==> src/shared/oad_pkg.sv <==
// Constants and types shared by the operand address decoder
package oad_pkg;

  // ----------------------------------------------------------------
  // Addressing-form field codes
  // ----------------------------------------------------------------
  localparam logic [1:0] FORM_NO_DISP = 2'b00;
  localparam logic [1:0] FORM_DISP8 = 2'b01;
  localparam logic [1:0] FORM_DISP16 = 2'b10;
  localparam logic [1:0] FORM_REG = 2'b11;

  // ----------------------------------------------------------------
  // Operand-select codes and field positions in the form byte
  // ----------------------------------------------------------------
  localparam logic [2:0] SEL_BASE_SRC = 3'b000;
  localparam logic [2:0] SEL_BASE_DST = 3'b001;
  localparam logic [2:0] SEL_BP_SRC = 3'b010;
  localparam logic [2:0] SEL_BP_DST = 3'b011;
  localparam logic [2:0] SEL_SRC = 3'b100;
  localparam logic [2:0] SEL_DST = 3'b101;
  localparam logic [2:0] SEL_BP = 3'b110;
  localparam logic [2:0] SEL_BASE = 3'b111;
  localparam int FORM_MSB = 7;
  localparam int FORM_LSB = 6;
  localparam int SEL_MSB = 2;
  localparam int SEL_LSB = 0;

  // ----------------------------------------------------------------
  // Segment-override prefix: 001 ss 110
  // ----------------------------------------------------------------
  localparam logic [2:0] PREFIX_TOP = 3'b001;
  localparam logic [2:0] PREFIX_LOW = 3'b110;
  localparam int PREFIX_SEG_MSB = 4;
  localparam int PREFIX_SEG_LSB = 3;

  // ----------------------------------------------------------------
  // Timing and reset values
  // ----------------------------------------------------------------
  localparam logic [2:0] CALC_CYCLES = 3'h4;
  localparam logic [15:0] OFFSET_RESET = 16'h0000;
  localparam logic [7:0] BYTE_RESET = 8'h00;

  typedef enum logic [1:0] {
    OAD_SEG_EXTRA = 2'b00,
    OAD_SEG_CODE = 2'b01,
    OAD_SEG_STACK = 2'b10,
    OAD_SEG_DATA = 2'b11
  } oad_seg_t;

  typedef enum logic [2:0] {
    OAD_IDLE,
    OAD_DISP_LOW,
    OAD_DISP_HIGH,
    OAD_CALC
  } oad_state_t;

endpackage : oad_pkg

==> src/shared/oad_gpr_if.sv <==
// Register-operand selection carrier between the decoder and its selector
`timescale 1ns/1ps
interface oad_gpr_if;
  logic [15:0] accumulator_word;
  logic [15:0] count_word;
  logic [15:0] data_word;
  logic [15:0] base_general_word;
  logic [15:0] stack_pointer_word;
  logic [15:0] base_pointer_word;
  logic [15:0] source_index_word;
  logic [15:0] destination_index_word;
  logic [2:0] slot;
  logic size_word;
  logic [15:0] value;

  modport src (
    output accumulator_word, count_word, data_word, base_general_word,
    output stack_pointer_word, base_pointer_word, source_index_word,
    output destination_index_word, slot, size_word,
    input value
  );
  modport sel (
    input accumulator_word, count_word, data_word, base_general_word,
    input stack_pointer_word, base_pointer_word, source_index_word,
    input destination_index_word, slot, size_word,
    output value
  );
endinterface : oad_gpr_if

==> src/design/oad_decoder.sv <==
// Operand address decoder: form byte, displacement, offset and segment choice
`timescale 1ns/1ps
module oad_decoder (
  input wire logic core_clk,
  input wire logic sys_rst,
  input wire logic decode_start,
  input wire logic [7:0] form_byte,
  input wire logic size_word,
  input wire logic string_dest,
  input wire logic prefix_valid,
  input wire logic [7:0] prefix_byte,
  input wire logic disp_valid,
  input wire logic [7:0] disp_byte,
  input wire logic [15:0] accumulator_word,
  input wire logic [15:0] count_word,
  input wire logic [15:0] data_word,
  input wire logic [15:0] base_general_word,
  input wire logic [15:0] stack_pointer_word,
  input wire logic [15:0] base_pointer_word,
  input wire logic [15:0] source_index_word,
  input wire logic [15:0] destination_index_word,
  output logic busy,
  output logic disp_ready,
  output logic result_valid,
  output logic operand_is_register,
  output logic [15:0] operand_offset,
  output logic [15:0] operand_value,
  output logic [1:0] segment_sel,
  output logic override_held
);

  oad_gpr_if gpr ();

  oad_reg_select oad_reg_select_inst (
    .gpr(gpr)
  );

  oad_pkg::oad_state_t state, next_state;
  logic [1:0] form, next_form;
  logic [2:0] sel, next_sel;
  logic str_q, next_str_q;
  logic [7:0] disp_low, next_disp_low;
  logic [7:0] disp_high, next_disp_high;
  logic [2:0] calc_left, next_calc_left;
  logic [1:0] ovr_seg, next_ovr_seg;
  logic next_override_held;
  logic next_busy;
  logic next_disp_ready;
  logic next_result_valid;
  logic next_operand_is_register;
  logic [15:0] next_operand_offset;
  logic [15:0] next_operand_value;
  logic [1:0] next_segment_sel;
  logic [15:0] disp_word;
  logic [15:0] offset_sum;
  logic direct;
  logic via_bp;
  logic prefix_hit;
  logic disp_take;

  assign gpr.accumulator_word = accumulator_word;
  assign gpr.count_word = count_word;
  assign gpr.data_word = data_word;
  assign gpr.base_general_word = base_general_word;
  assign gpr.stack_pointer_word = stack_pointer_word;
  assign gpr.base_pointer_word = base_pointer_word;
  assign gpr.source_index_word = source_index_word;
  assign gpr.destination_index_word = destination_index_word;
  assign gpr.slot = form_byte[oad_pkg::SEL_MSB:oad_pkg::SEL_LSB];
  assign gpr.size_word = size_word;

  // ----------------------------------------------------------------
  // Offset arithmetic
  // ----------------------------------------------------------------
  always_comb begin
    direct = (form == oad_pkg::FORM_NO_DISP) && (sel == oad_pkg::SEL_BP);
    unique case (form)
      oad_pkg::FORM_DISP8: disp_word = {{8{disp_low[7]}}, disp_low};
      oad_pkg::FORM_DISP16: disp_word = {disp_high, disp_low};
      default: disp_word = 16'h0000;
    endcase
    // Plain 16-bit adds wrap on their own; no carry is kept
    unique case (sel)
      oad_pkg::SEL_BASE_SRC:
        offset_sum = base_general_word + source_index_word + disp_word;
      oad_pkg::SEL_BASE_DST:
        offset_sum = base_general_word + destination_index_word + disp_word;
      oad_pkg::SEL_BP_SRC:
        offset_sum = base_pointer_word + source_index_word + disp_word;
      oad_pkg::SEL_BP_DST:
        offset_sum = base_pointer_word + destination_index_word + disp_word;
      oad_pkg::SEL_SRC: offset_sum = source_index_word + disp_word;
      oad_pkg::SEL_DST: offset_sum = destination_index_word + disp_word;
      oad_pkg::SEL_BP: begin
        if (direct) begin
          offset_sum = {disp_high, disp_low};
        end else begin
          offset_sum = base_pointer_word + disp_word;
        end
      end
      oad_pkg::SEL_BASE: offset_sum = base_general_word + disp_word;
    endcase
    via_bp = !direct && ((sel == oad_pkg::SEL_BP_SRC) || (sel == oad_pkg::SEL_BP_DST) ||
                         (sel == oad_pkg::SEL_BP));
  end

  // ----------------------------------------------------------------
  // Sequencer
  // ----------------------------------------------------------------
  always_comb begin
    next_state = state;
    next_form = form;
    next_sel = sel;
    next_str_q = str_q;
    next_disp_low = disp_low;
    next_disp_high = disp_high;
    next_calc_left = calc_left;
    next_ovr_seg = ovr_seg;
    next_override_held = override_held;
    next_result_valid = 1'b0;
    next_operand_is_register = operand_is_register;
    next_operand_offset = operand_offset;
    next_operand_value = operand_value;
    next_segment_sel = segment_sel;
    disp_take = disp_valid && disp_ready;
    prefix_hit = prefix_valid &&
                 (prefix_byte[7:5] == oad_pkg::PREFIX_TOP) &&
                 (prefix_byte[2:0] == oad_pkg::PREFIX_LOW);
    if (prefix_hit && (state == oad_pkg::OAD_IDLE) && !decode_start) begin
      next_ovr_seg = prefix_byte[oad_pkg::PREFIX_SEG_MSB:oad_pkg::PREFIX_SEG_LSB];
      next_override_held = 1'b1;
    end
    unique case (state)
      oad_pkg::OAD_IDLE: begin
        if (decode_start) begin
          next_form = form_byte[oad_pkg::FORM_MSB:oad_pkg::FORM_LSB];
          next_sel = form_byte[oad_pkg::SEL_MSB:oad_pkg::SEL_LSB];
          next_str_q = string_dest;
          next_disp_low = oad_pkg::BYTE_RESET;
          next_disp_high = oad_pkg::BYTE_RESET;
          next_calc_left = oad_pkg::CALC_CYCLES;
          if (form_byte[7:6] == oad_pkg::FORM_REG) begin
            // Register operand: answered next cycle, segment untouched
            next_operand_is_register = 1'b1;
            next_operand_value = gpr.value;
            next_result_valid = 1'b1;
            next_override_held = 1'b0;
          end else if ((form_byte[7:6] == oad_pkg::FORM_NO_DISP) &&
                       (form_byte[2:0] != oad_pkg::SEL_BP)) begin
            next_state = oad_pkg::OAD_CALC;
          end else begin
            next_state = oad_pkg::OAD_DISP_LOW;
          end
        end
      end
      oad_pkg::OAD_DISP_LOW: begin
        if (disp_take) begin
          next_disp_low = disp_byte;
          if (form == oad_pkg::FORM_DISP8) begin
            next_state = oad_pkg::OAD_CALC;
          end else begin
            next_state = oad_pkg::OAD_DISP_HIGH;
          end
        end
      end
      oad_pkg::OAD_DISP_HIGH: begin
        if (disp_take) begin
          next_disp_high = disp_byte;
          next_state = oad_pkg::OAD_CALC;
        end
      end
      oad_pkg::OAD_CALC: begin
        next_calc_left = calc_left - 3'h1;
        if (calc_left == 3'h1) begin
          next_state = oad_pkg::OAD_IDLE;
          next_result_valid = 1'b1;
          next_operand_is_register = 1'b0;
          next_operand_offset = offset_sum;
          next_override_held = 1'b0;
          // String destination beats any override; override beats defaults
          if (str_q) begin
            next_segment_sel = oad_pkg::OAD_SEG_EXTRA;
          end else if (override_held) begin
            next_segment_sel = ovr_seg;
          end else if (via_bp) begin
            next_segment_sel = oad_pkg::OAD_SEG_STACK;
          end else begin
            next_segment_sel = oad_pkg::OAD_SEG_DATA;
          end
        end
      end
    endcase
    next_busy = (next_state != oad_pkg::OAD_IDLE);
    next_disp_ready = (next_state == oad_pkg::OAD_DISP_LOW) ||
                      (next_state == oad_pkg::OAD_DISP_HIGH);
  end

  always_ff @(posedge core_clk) begin
    if (sys_rst) begin
      state <= oad_pkg::OAD_IDLE;
      form <= oad_pkg::FORM_NO_DISP;
      sel <= oad_pkg::SEL_BASE_SRC;
      str_q <= 1'b0;
      disp_low <= oad_pkg::BYTE_RESET;
      disp_high <= oad_pkg::BYTE_RESET;
      calc_left <= oad_pkg::CALC_CYCLES;
      ovr_seg <= oad_pkg::OAD_SEG_DATA;
      override_held <= 1'b0;
      busy <= 1'b0;
      disp_ready <= 1'b0;
      result_valid <= 1'b0;
      operand_is_register <= 1'b0;
      operand_offset <= oad_pkg::OFFSET_RESET;
      operand_value <= oad_pkg::OFFSET_RESET;
      segment_sel <= oad_pkg::OAD_SEG_DATA;
    end else begin
      state <= next_state;
      form <= next_form;
      sel <= next_sel;
      str_q <= next_str_q;
      disp_low <= next_disp_low;
      disp_high <= next_disp_high;
      calc_left <= next_calc_left;
      ovr_seg <= next_ovr_seg;
      override_held <= next_override_held;
      busy <= next_busy;
      disp_ready <= next_disp_ready;
      result_valid <= next_result_valid;
      operand_is_register <= next_operand_is_register;
      operand_offset <= next_operand_offset;
      operand_value <= next_operand_value;
      segment_sel <= next_segment_sel;
    end
  end

endmodule : oad_decoder

==> src/design/oad_reg_select.sv <==
// Register operand selector for word and byte operand slots
`timescale 1ns/1ps
module oad_reg_select (
  oad_gpr_if.sel gpr
);

  logic [7:0] low_byte;

  always_comb begin
    low_byte = 8'h00;
    gpr.value = 16'h0000;
    if (gpr.size_word) begin
      unique case (gpr.slot)
        3'h0: gpr.value = gpr.accumulator_word;
        3'h1: gpr.value = gpr.count_word;
        3'h2: gpr.value = gpr.data_word;
        3'h3: gpr.value = gpr.base_general_word;
        3'h4: gpr.value = gpr.stack_pointer_word;
        3'h5: gpr.value = gpr.base_pointer_word;
        3'h6: gpr.value = gpr.source_index_word;
        3'h7: gpr.value = gpr.destination_index_word;
      endcase
    end else begin
      // Byte slots: low halves first, then high halves, zero above
      unique case (gpr.slot)
        3'h0: low_byte = gpr.accumulator_word[7:0];
        3'h1: low_byte = gpr.count_word[7:0];
        3'h2: low_byte = gpr.data_word[7:0];
        3'h3: low_byte = gpr.base_general_word[7:0];
        3'h4: low_byte = gpr.accumulator_word[15:8];
        3'h5: low_byte = gpr.count_word[15:8];
        3'h6: low_byte = gpr.data_word[15:8];
        3'h7: low_byte = gpr.base_general_word[15:8];
      endcase
      gpr.value = {8'h00, low_byte};
    end
  end

endmodule : oad_reg_select

==> config.mk <==
export PLATFORM = sky130hd
export DESIGN_NAME = oad_decoder
export DESIGN_NICKNAME = d
export VERILOG_FILES = /design/src/shared/oad_pkg.sv /design/src/shared/oad_gpr_if.sv /design/src/design/oad_decoder.sv /design/src/design/oad_reg_select.sv
export SDC_FILE = /design/constraint.sdc
export NUM_CORES = 1
export LEC_CHECK = 0
export ABC_AREA = 0
export ABC_CLOCK_PERIOD_IN_PS = 9950
export BUFFER_PORTS_ARGS = -buffer_cell sky130_fd_sc_hd__buf_2
export CORE_ASPECT_RATIO = 1.2
export CORE_MARGIN = 2
export CORE_UTILIZATION = 35
export CTS_CLUSTER_SIZE = 20
export DETAILED_ROUTE_END_ITERATION = 6
export PLACE_DENSITY_LB_ADDON = 0.3
export SETUP_SLACK_MARGIN = 0.05
export SLEW_MARGIN = 5
export SYNTH_ARGS = -nofsm -noshare
export SYNTH_HDL_FRONTEND = slang
export SYNTH_SLANG_ARGS = --single-unit
==> constraint.sdc <==
create_clock -name core_clk -period 9.95 [get_ports core_clk]
set_clock_uncertainty 0.15 [all_clocks]
set_input_delay 1.99 -clock core_clk [delete_from_list [all_inputs] [get_ports core_clk]]
set_output_delay 1.99 -clock core_clk [all_outputs]
set_load 0.05 [all_outputs]
-- Word level (Yosys, flattened, before mapping)
Index checks and enable logic that the tools add are counted.
- output and inout port bits: 39
- bits of input ports: 159
- logic and storage cells: 125
- bits in registers: 69
- equal/unequal tests: 31
- muxes and demuxes: 36
- $add $sub $neg: 13
- reductions and logical operators: 29
- operators by type and width (cell ; count):
    16-bit case mux with 8 select lines ; 2
    16-bit adder ; 12
    8-bit case mux with 8 select lines ; 1
    16-bit 2-to-1 mux ; 2
    16-bit case mux with 2 select lines ; 1
    8-bit case mux with 2 select lines ; 2
    3-bit == test (second input constant) ; 9
    3-bit by 2-bit == test with 1-bit output (second input constant) ; 7
    3-bit by 1-bit == test with 1-bit output (second input constant) ; 6
    3-bit 2-to-1 mux ; 6
    8-bit 2-to-1 mux ; 2
    1-bit 2-to-1 mux ; 12
    3-bit case mux with 4 select lines ; 1
    3-bit logical NOT ; 3
    3-bit AND reduction ; 3
    1-bit logical AND ; 8
    2-bit inequality test (second input constant) ; 4
    2-bit 2-to-1 mux ; 3
    1-bit case mux with 2 select lines ; 3
    3-bit case mux with 2 select lines ; 1
    2-bit AND reduction ; 3
    2-bit nonzero test ; 3
    2-bit == test (second input constant) ; 2
    2-bit logical NOT ; 2
    8 further kinds ; 11

-- Depth between registers and ports, before layout
Gate-level depths: netlist (run 1).
- depth in word-level cells: 9
- depth in mapped cells: 18
- mapped depth without buffers: 17

-- Modules after synthesis
From an unflattened synthesis (run 1), not the netlist that was laid out.
- cells, all modules: 1288
- area total of the unflattened synthesis: 10473.8 um2
- modules (own cells, without submodules) (module ; area each (um2) ; instances ; sequential area each (um2) ; cells each):
    oad_decoder ; 8993.6 ; 1 ; 1381.3 ; 1111
    oad_reg_select ; 1480.2 ; 1 ; 0.0 ; 177

-- Worst setup path before layout (run 1)
No wires, ideal clock.
- kind: in2reg
- start point: in base_pointer_word[1]
- end point: reg operand_offset[11]
- path slack: 4.718 ns
- cell stages on the path: 11
- library setup time: 0.140 ns
- arrival: 4.942 ns
- required time: 9.660 ns
- cells stage by stage: fa_1 ha_1 fa_1 a211oi_2 o21bai_1 a2111oi_0 nor3_1 a2111oi_0 nor4_1 a2111oi_0 a311oi_1
- word-level cells in the longest chain between the ends: 3
- ends and longest elaborated chain (what ; line ; RTL):
    start, declared ; oad_decoder.sv:19 ; input wire logic [15:0] base_pointer_word,
    16-bit adder (on tied branches) ; oad_decoder.sv:91, oad_decoder.sv:89, oad_decoder.sv:98 ;
    16-bit adder, or another cell as far along ; oad_decoder.sv:91 ; offset_sum = base_pointer_word + destination_index_word + disp_word;
    16-bit case mux with 8 select lines * ; oad_decoder.sv:83 ; unique case (sel)
    end signal, assigned ; oad_decoder.sv:213 ; operand_offset <= oad_pkg::OFFSET_RESET;
    end signal, assigned ; oad_decoder.sv:230 ; operand_offset <= next_operand_offset;
    end, declared ; oad_decoder.sv:26 ; output logic [15:0] operand_offset,
Every way passes the cells marked *; elsewhere a longest branch is shown, timed or not.
A chain may end at the register's enable or synchronous reset.

-- Worst setup path after layout (run 1)
Ends and elaborated chain as after synthesis.

==> reports/results.ini, run 1 <==
[cts]
cts.sinks = 69
cts_root_buf = clkbuf_16
cts_tree = built
clock_path_buffers = 2
numCtsBuffers = 9
ctsResizeCount = 0
postCtsSetupBuffers = 0
htree_num_levels = 3
path_clk_slew_ps = 70
postCtsHoldBufs = 0
insertion_delay_ps = 360

[logic_synthesis]
synth_top_area_frac = 0.134
ys_top_cells_by_area = dfxtp_1, fa_1, ha_1
synth.most_common_cell = a21oi_1
synth.distinct_cells = 80
syn_area_mm2 = 0.0103
synthTopCellsByCount = a21oi_1, nor2_1, nand2_1
synth_edf_count = 0
syn_avg_cell_area_um2 = 8.18
syn-instance-count = 1259
synth.net_count = 1575
async_flop_share = 0
ys.flop_type = dfxtp_1
ys.warnings.count = 0
yosys.area.top_type = dfxtp_1
ys_seq_area_frac = 0.134
ys_ff_latch = 69

[place]
gp_congestion = 1.01
portBuffers = 194
hpwl_mm = 32.7
dpl.cell_count = 1793

[critical_path]
critPathKind = in -> reg
critical-path-top-delay-family = compound AO/OA/AOI/OAI gates
start_kind = input pin
crit_top_cell = a2111oi_0
worstPathMaxFanout = 5
critPathMaxStageDelay_ps = 570
crit_chain = buf_2 -> fa_1 -> ha_1 -> fa_1 -> a211oi_2 -> o21bai_1 -> a2111oi_0 -> nor3_1 -> a2111oi_0 -> nor4_1 -> a2111oi_0 -> a311oi_1
path_buf_inv = 1
cp.arrival_ps = 5920
slowest_stage = a2111oi_0
cp.required_ps = 10010
end_kind = flip-flop

[global_route]
gr-usage-all-layers = 0.261
grt_pass1_wl_mm = 60.9
gr-total-overflow = 0
grt_max_degree = 69
antenna_found_initial = 1
grt_pass1_vias = 10382

[min_path]
worst_hold_path_type = reg -> reg

[sta]
hold-worst-slack_ps = 297
hold_viol_final = 0
period_share = 0.589
finalSetupViolations = 0
post-route-min-period_ps = 5860
drv_slew = 0
fmax_mhz = 171
worst_pin_slew_ps = 1310
finalSetupTns_ps = 0
grt_setup_unrepaired = no
timing.slew.headroom = 0.128

[floorplanning]
die_w_um = 161
dieArea_mm2 = 0.0308
die_height_um = 192
pin_count = 198
initial_core_util = 0.357
rows = 68
design.core.area_mm2 = 0.0288

[cells_and_area]
fin_nets = 1735
fillCellCount = 2916
finalNonFillerCells = 1810
area_growth_syn_to_layout_pct = 15.8
multi_input_area_mm2 = 0.00853
drive_gt1_frac = 0.183
seqCellArea_mm2 = 0.00138

[detailed_routing]
drt_pass1_iterations = 6
final_antenna_net_count = 0
wl_per_cell_um = 22.3
via_per_inst = 5.88
wl_mm = 40.4
vias = 10640
drc = 0
drtIter0Drc = 1076

[power_and_ir_drop]
p_seq_frac = 0.244
p_comb_frac = 0.463
p_switching_w = 0.000519
p_total_w = 0.00125
p_int_w = 0.000732
pwr-share-clk = 0.293
swShare = 0.415
powerDensity_mw_per_mm2 = 105
irDropWorstVdd_uv = 89.1
leakagePower_nw = 5.11

[flow_run]
maxCapViolations = 0

[run_status]
status = completed

==> cells in the final DEF (no fill, tap or decap), types with 41 or more instances in the layout <==
master and count:
xnor2_1 44, a21oi_1 135, dfxtp_1 69, nand2_1 97, ha_1 91, buf_2 194
mux2i_1 56, o21ai_0 41, fa_1 66, nor2_1 127
==> worst min-delay path, stage by stage, from the launching register on <==
cell	delay, ps
dfxtp_1	310
nand2_1	50
a21oi_1	50
==> cell type report <==
cell class,count,share of cell area
multi-input cells,1093,0.715
flip-flops and latches,69,0.116
repair buffers,209,0.0908
well taps,385,0.0404
clock buffers,9,0.0189
inverters,37,0.0116
clock inverters,6,0.00745
diodes,2,0.000419
==> stage by stage <==
stage	cell area, um2	util	setup slack (ps)
6_report	11900	0.414	4090
5_1_grt	11900	0.414	3780
4_1_cts	11900	0.414	4120
3_5_place_dp	11600	0.403	3770
3_3_place_gp	11600	0.403	3800
2_1_floorplan	10300	-	4720
==> state kept, by name, summed over array words and instances, names as in the netlist <==
name                 cells
operand_offset          16
operand_value           16
disp_high                8
disp_low                 8
calc_left                3
sel                      3
state                    3
form                     2
ovr_seg                  2
segment_sel              2
busy                     1
disp_ready               1
operand_is_register      1
override_held            1
result_valid             1
str_q                    1
==> layer usage <==
layer	part of all wire	track usage
met5	0	0
met2	0.48	0.453
met3	0.066	0.0333
met4	0.038	0.104
met1	0.42	0.330
==> power by group through the flow <==
| stage | registers (W) | clock network (W) | logic (W) |
|---|---|---|---|
| after global placement | 0.000310 | 0 | 0.000563 |
| final | 0.000305 | 0.000367 | 0.000579 |
| after global routing | 0.000307 | 0.000377 | 0.000633 |
| after detailed placement | 0.000310 | 0 | 0.000570 |
| after floorplan | 0.000321 | 0 | 0.000372 |
| after CTS | 0.000304 | 0.000368 | 0.000574 |
==> final timing paths <==
path / slack (ps) / end / start / cells after the start
worst max-delay path: 4090 / operand_offset[11]$_SDFFE_PP0P_ / base_pointer_word[1] / 12
worst min-delay path: 300 / operand_offset[1]$_SDFFE_PP0P_ / operand_offset[1]$_SDFFE_PP0P_ / 2
worst max register to register: 4220 / operand_offset[11]$_SDFFE_PP0P_ / form[0]$_SDFFE_PP0P_ / 16
worst min register to register: 300 / operand_offset[1]$_SDFFE_PP0P_ / operand_offset[1]$_SDFFE_PP0P_ / 2
==> kinds of logic (layout without fill, tap and decap cells) <==
| family | Yosys count | in the layout | share of synthesized area |
|---|---|---|---|
| AOI/OAI and AO/OA | 391 | 391 | 0.248 |
| xor gates and xnor gates | 70 | 70 | 0.0613 |
| adders and majority gates | 157 | 157 | 0.239 |
| buffers and inverters | 97 | 261 | 0.0387 |
| DFF | 69 | 69 | 0.134 |
| muxes | 77 | 77 | 0.0959 |
| other | 0 | 2 | 0 |
| and+or+nand+nor | 398 | 398 | 0.184 |
(Power assumes the default switching activity.)
==> inputs of run 2 (changes only) <==
--- a/config.mk
+++ b/config.mk
@@ -6,7 +6,7 @@
 export NUM_CORES = 1
 export LEC_CHECK = 0
 export ABC_AREA = 0
-export ABC_CLOCK_PERIOD_IN_PS = 9950
+export ABC_CLOCK_PERIOD_IN_PS = 5700
 export BUFFER_PORTS_ARGS = -buffer_cell sky130_fd_sc_hd__buf_2
 export CORE_ASPECT_RATIO = 1.2
 export CORE_MARGIN = 2
==> constraint.sdc (replaced) <==
create_clock -name core_clk -period 5.7 [get_ports core_clk]
set_clock_uncertainty 0.15 [all_clocks]
set_input_delay 1.14 -clock core_clk [delete_from_list [all_inputs] [get_ports core_clk]]
set_output_delay 1.14 -clock core_clk [all_outputs]
set_load 0.05 [all_outputs]
==> reports/results.ini, run 2 (same netlist as run 1, synthesis figures left out) <==
[run_status]
status = completed

[place]
dp_slack_ps = 541
portBuffers = 194
placed_cell_area_mm2 = 0.0117
hpwl_mm = 34.0
gp_congestion = 0.980

[detailed_routing]
top_layer = met4
via_per_inst = 5.87
wl_met1_mm = 17.3
met3WireLength_mm = 2.70
final_antenna_net_count = 0
wl_mm = 41.2
drtIter0Drc = 834
drt_pass1_iterations = 5
wl_met2_mm = 19.7
drc = 0
vias = 10699
wl_per_cell_um = 22.6

[cts]
numCtsBuffers = 9
insertion_delay_ps = 360
htree_num_levels = 3
postCtsHoldBufs = 0
cts_tree = built
cts.sinks = 69
ctsResizeCount = 0
path_clk_slew_ps = 70
cts_root_buf = clkbuf_16
postCtsSetupBuffers = 0
clock_path_buffers = 2

[sta]
period_share = 0.902
finalSetupTns_ps = 0
drv_slew = 0
fmax_mhz = 194
finalSetupViolations = 0
worst_pin_slew_ps = 1160
post-route-min-period_ps = 5140
setup_ws_ps = 557
hold_viol_final = 0
hold-worst-slack_ps = 298
timing.slew.headroom = 0.222
grt_setup_unrepaired = no

[cells_and_area]
final_cell_mix = buf_2, a21oi_1, nor2_1, nand2_1, ha_1
fin_nets = 1746
postLayoutCellArea_mm2 = 0.0120
area_growth_syn_to_layout_pct = 16.5
final_common_cell = buf_2
drive_gt1_frac = 0.190
reg_top3 = operand_offset (16), operand_value (16)

[critical_path]
cp.required_ps = 5770
worst-r2r-cell-count = 16
critPathKind = reg -> reg
critPathMaxStageDelay_ps = 500
crit_top_cell = a2111oi_0
critical-path-top-delay-family = compound AO/OA/AOI/OAI gates
end_kind = flip-flop
crit_cells = 16
path_buf_inv = 2
start_kind = flip-flop
cp.arrival_ps = 5210
worstPathMaxFanout = 8
slowest_stage = fa_1
crit_chain = inv_1 -> ha_1 -> o21a_1 -> nand2_1 -> inv_1 -> fa_1 -> ha_1 -> fa_1 -> a211oi_2 -> o21bai_1 -> a2111oi_0 -> nor3_1 -> a2111oi_0 -> nor4_1 -> a2111oi_0 -> a311oi_1

[floorplanning]
initial_core_util = 0.357
rows = 68
design.core.area_mm2 = 0.0288
pin_count = 198
die_height_um = 192
die_w_um = 161
dieArea_mm2 = 0.0308

[flow_run]
maxCapViolations = 0

[power_and_ir_drop]
p_switching_w = 0.000906
powerDensity_mw_per_mm2 = 180
p_seq_frac = 0.248
p_comb_frac = 0.473
leakagePower_nw = 5.17
pwr-share-clk = 0.280
swShare = 0.419
p_int_w = 0.00125
irDropWorstVdd_uv = 148

[global_route]
grt_pass1_vias = 10803
gr-total-overflow = 0
antenna_found_initial = 2
gr-usage-all-layers = 0.269
grt_pass1_wl_mm = 62.8
grt_max_degree = 42

[min_path]
worst_hold_path_type = reg -> reg
min_delay_path_depth = 2

[run 2: cell types whose count changed in the layout (fill, tap and decap cells not counted)]
cell        before  now
clkbuf_8         0    1
buf_4           15   26
clkinv_4         1    2
clkinv_2         1    3
bufinv_16        2    1
clkinvlp_4       2    0
[run 2: power groups by stage]
stage	combinational [W]	sequential [W]	clock, W
2_1_floorplan	0.000649	0.000561	0
3_3_place_gp	0.000996	0.000544	0
3_5_place_dp	0.00100	0.000544	0
4_1_cts	0.00101	0.000534	0.000609
5_1_grt	0.00112	0.000538	0.000629
6_report	0.00102	0.000535	0.000604
[run 2: path summary, 6_finish.rpt]
kind,start,end,slack [ps]
worst min-delay path,operand_value[11]$_SDFFE_PP0P_,operand_value[11]$_SDFFE_PP0P_,300
worst max register to register,form[0]$_SDFFE_PP0P_,operand_offset[11]$_SDFFE_PP0P_,560
worst min register to register,operand_value[11]$_SDFFE_PP0P_,operand_value[11]$_SDFFE_PP0P_,300
worst max-delay path,form[0]$_SDFFE_PP0P_,operand_offset[11]$_SDFFE_PP0P_,560
[run 2: final cells by class]
type	count	area, um2
fillers	2961	16800
multi-input cells	1093	8530
flip-flops and latches	69	1380
repair buffers	220	1170
well taps	385	482
clock buffers	10	239
inverters	37	139
clock inverters	6	62.6
diodes	2	5.00
[run 2: stage by stage]
| step | utilization | cells | power (W) |
|---|---|---|---|
| 2_1_floorplan | - | 1259 | 0.00121 |
| 3_3_place_gp | 0.405 | 1804 | 0.00154 |
| 5_1_grt | 0.416 | 1822 | 0.00229 |
| 3_5_place_dp | 0.405 | 1804 | 0.00155 |
| 6_report | 0.416 | 1822 | 0.00216 |
| 4_1_cts | 0.416 | 1820 | 0.00215 |
[run 2: routing by layer]
metal,vias to the layer above,GRT usage
met5,-,0
met4,0,0.113
met3,81,0.0456
met2,423,0.461
met1,5209,0.335
li1,4986,-
[run 2: worst register-to-register path, cell delays in order (launching register included)]
cell	delay [ps]
dfxtp_1	360
inv_1	80
ha_1	300
o21a_1	330
nand2_1	160
inv_1	110
fa_1	420
ha_1	250
fa_1	500
a211oi_2	340
o21bai_1	180
a2111oi_0	470
nor3_1	160
a2111oi_0	450
nor4_1	90
a2111oi_0	470
a311oi_1	180
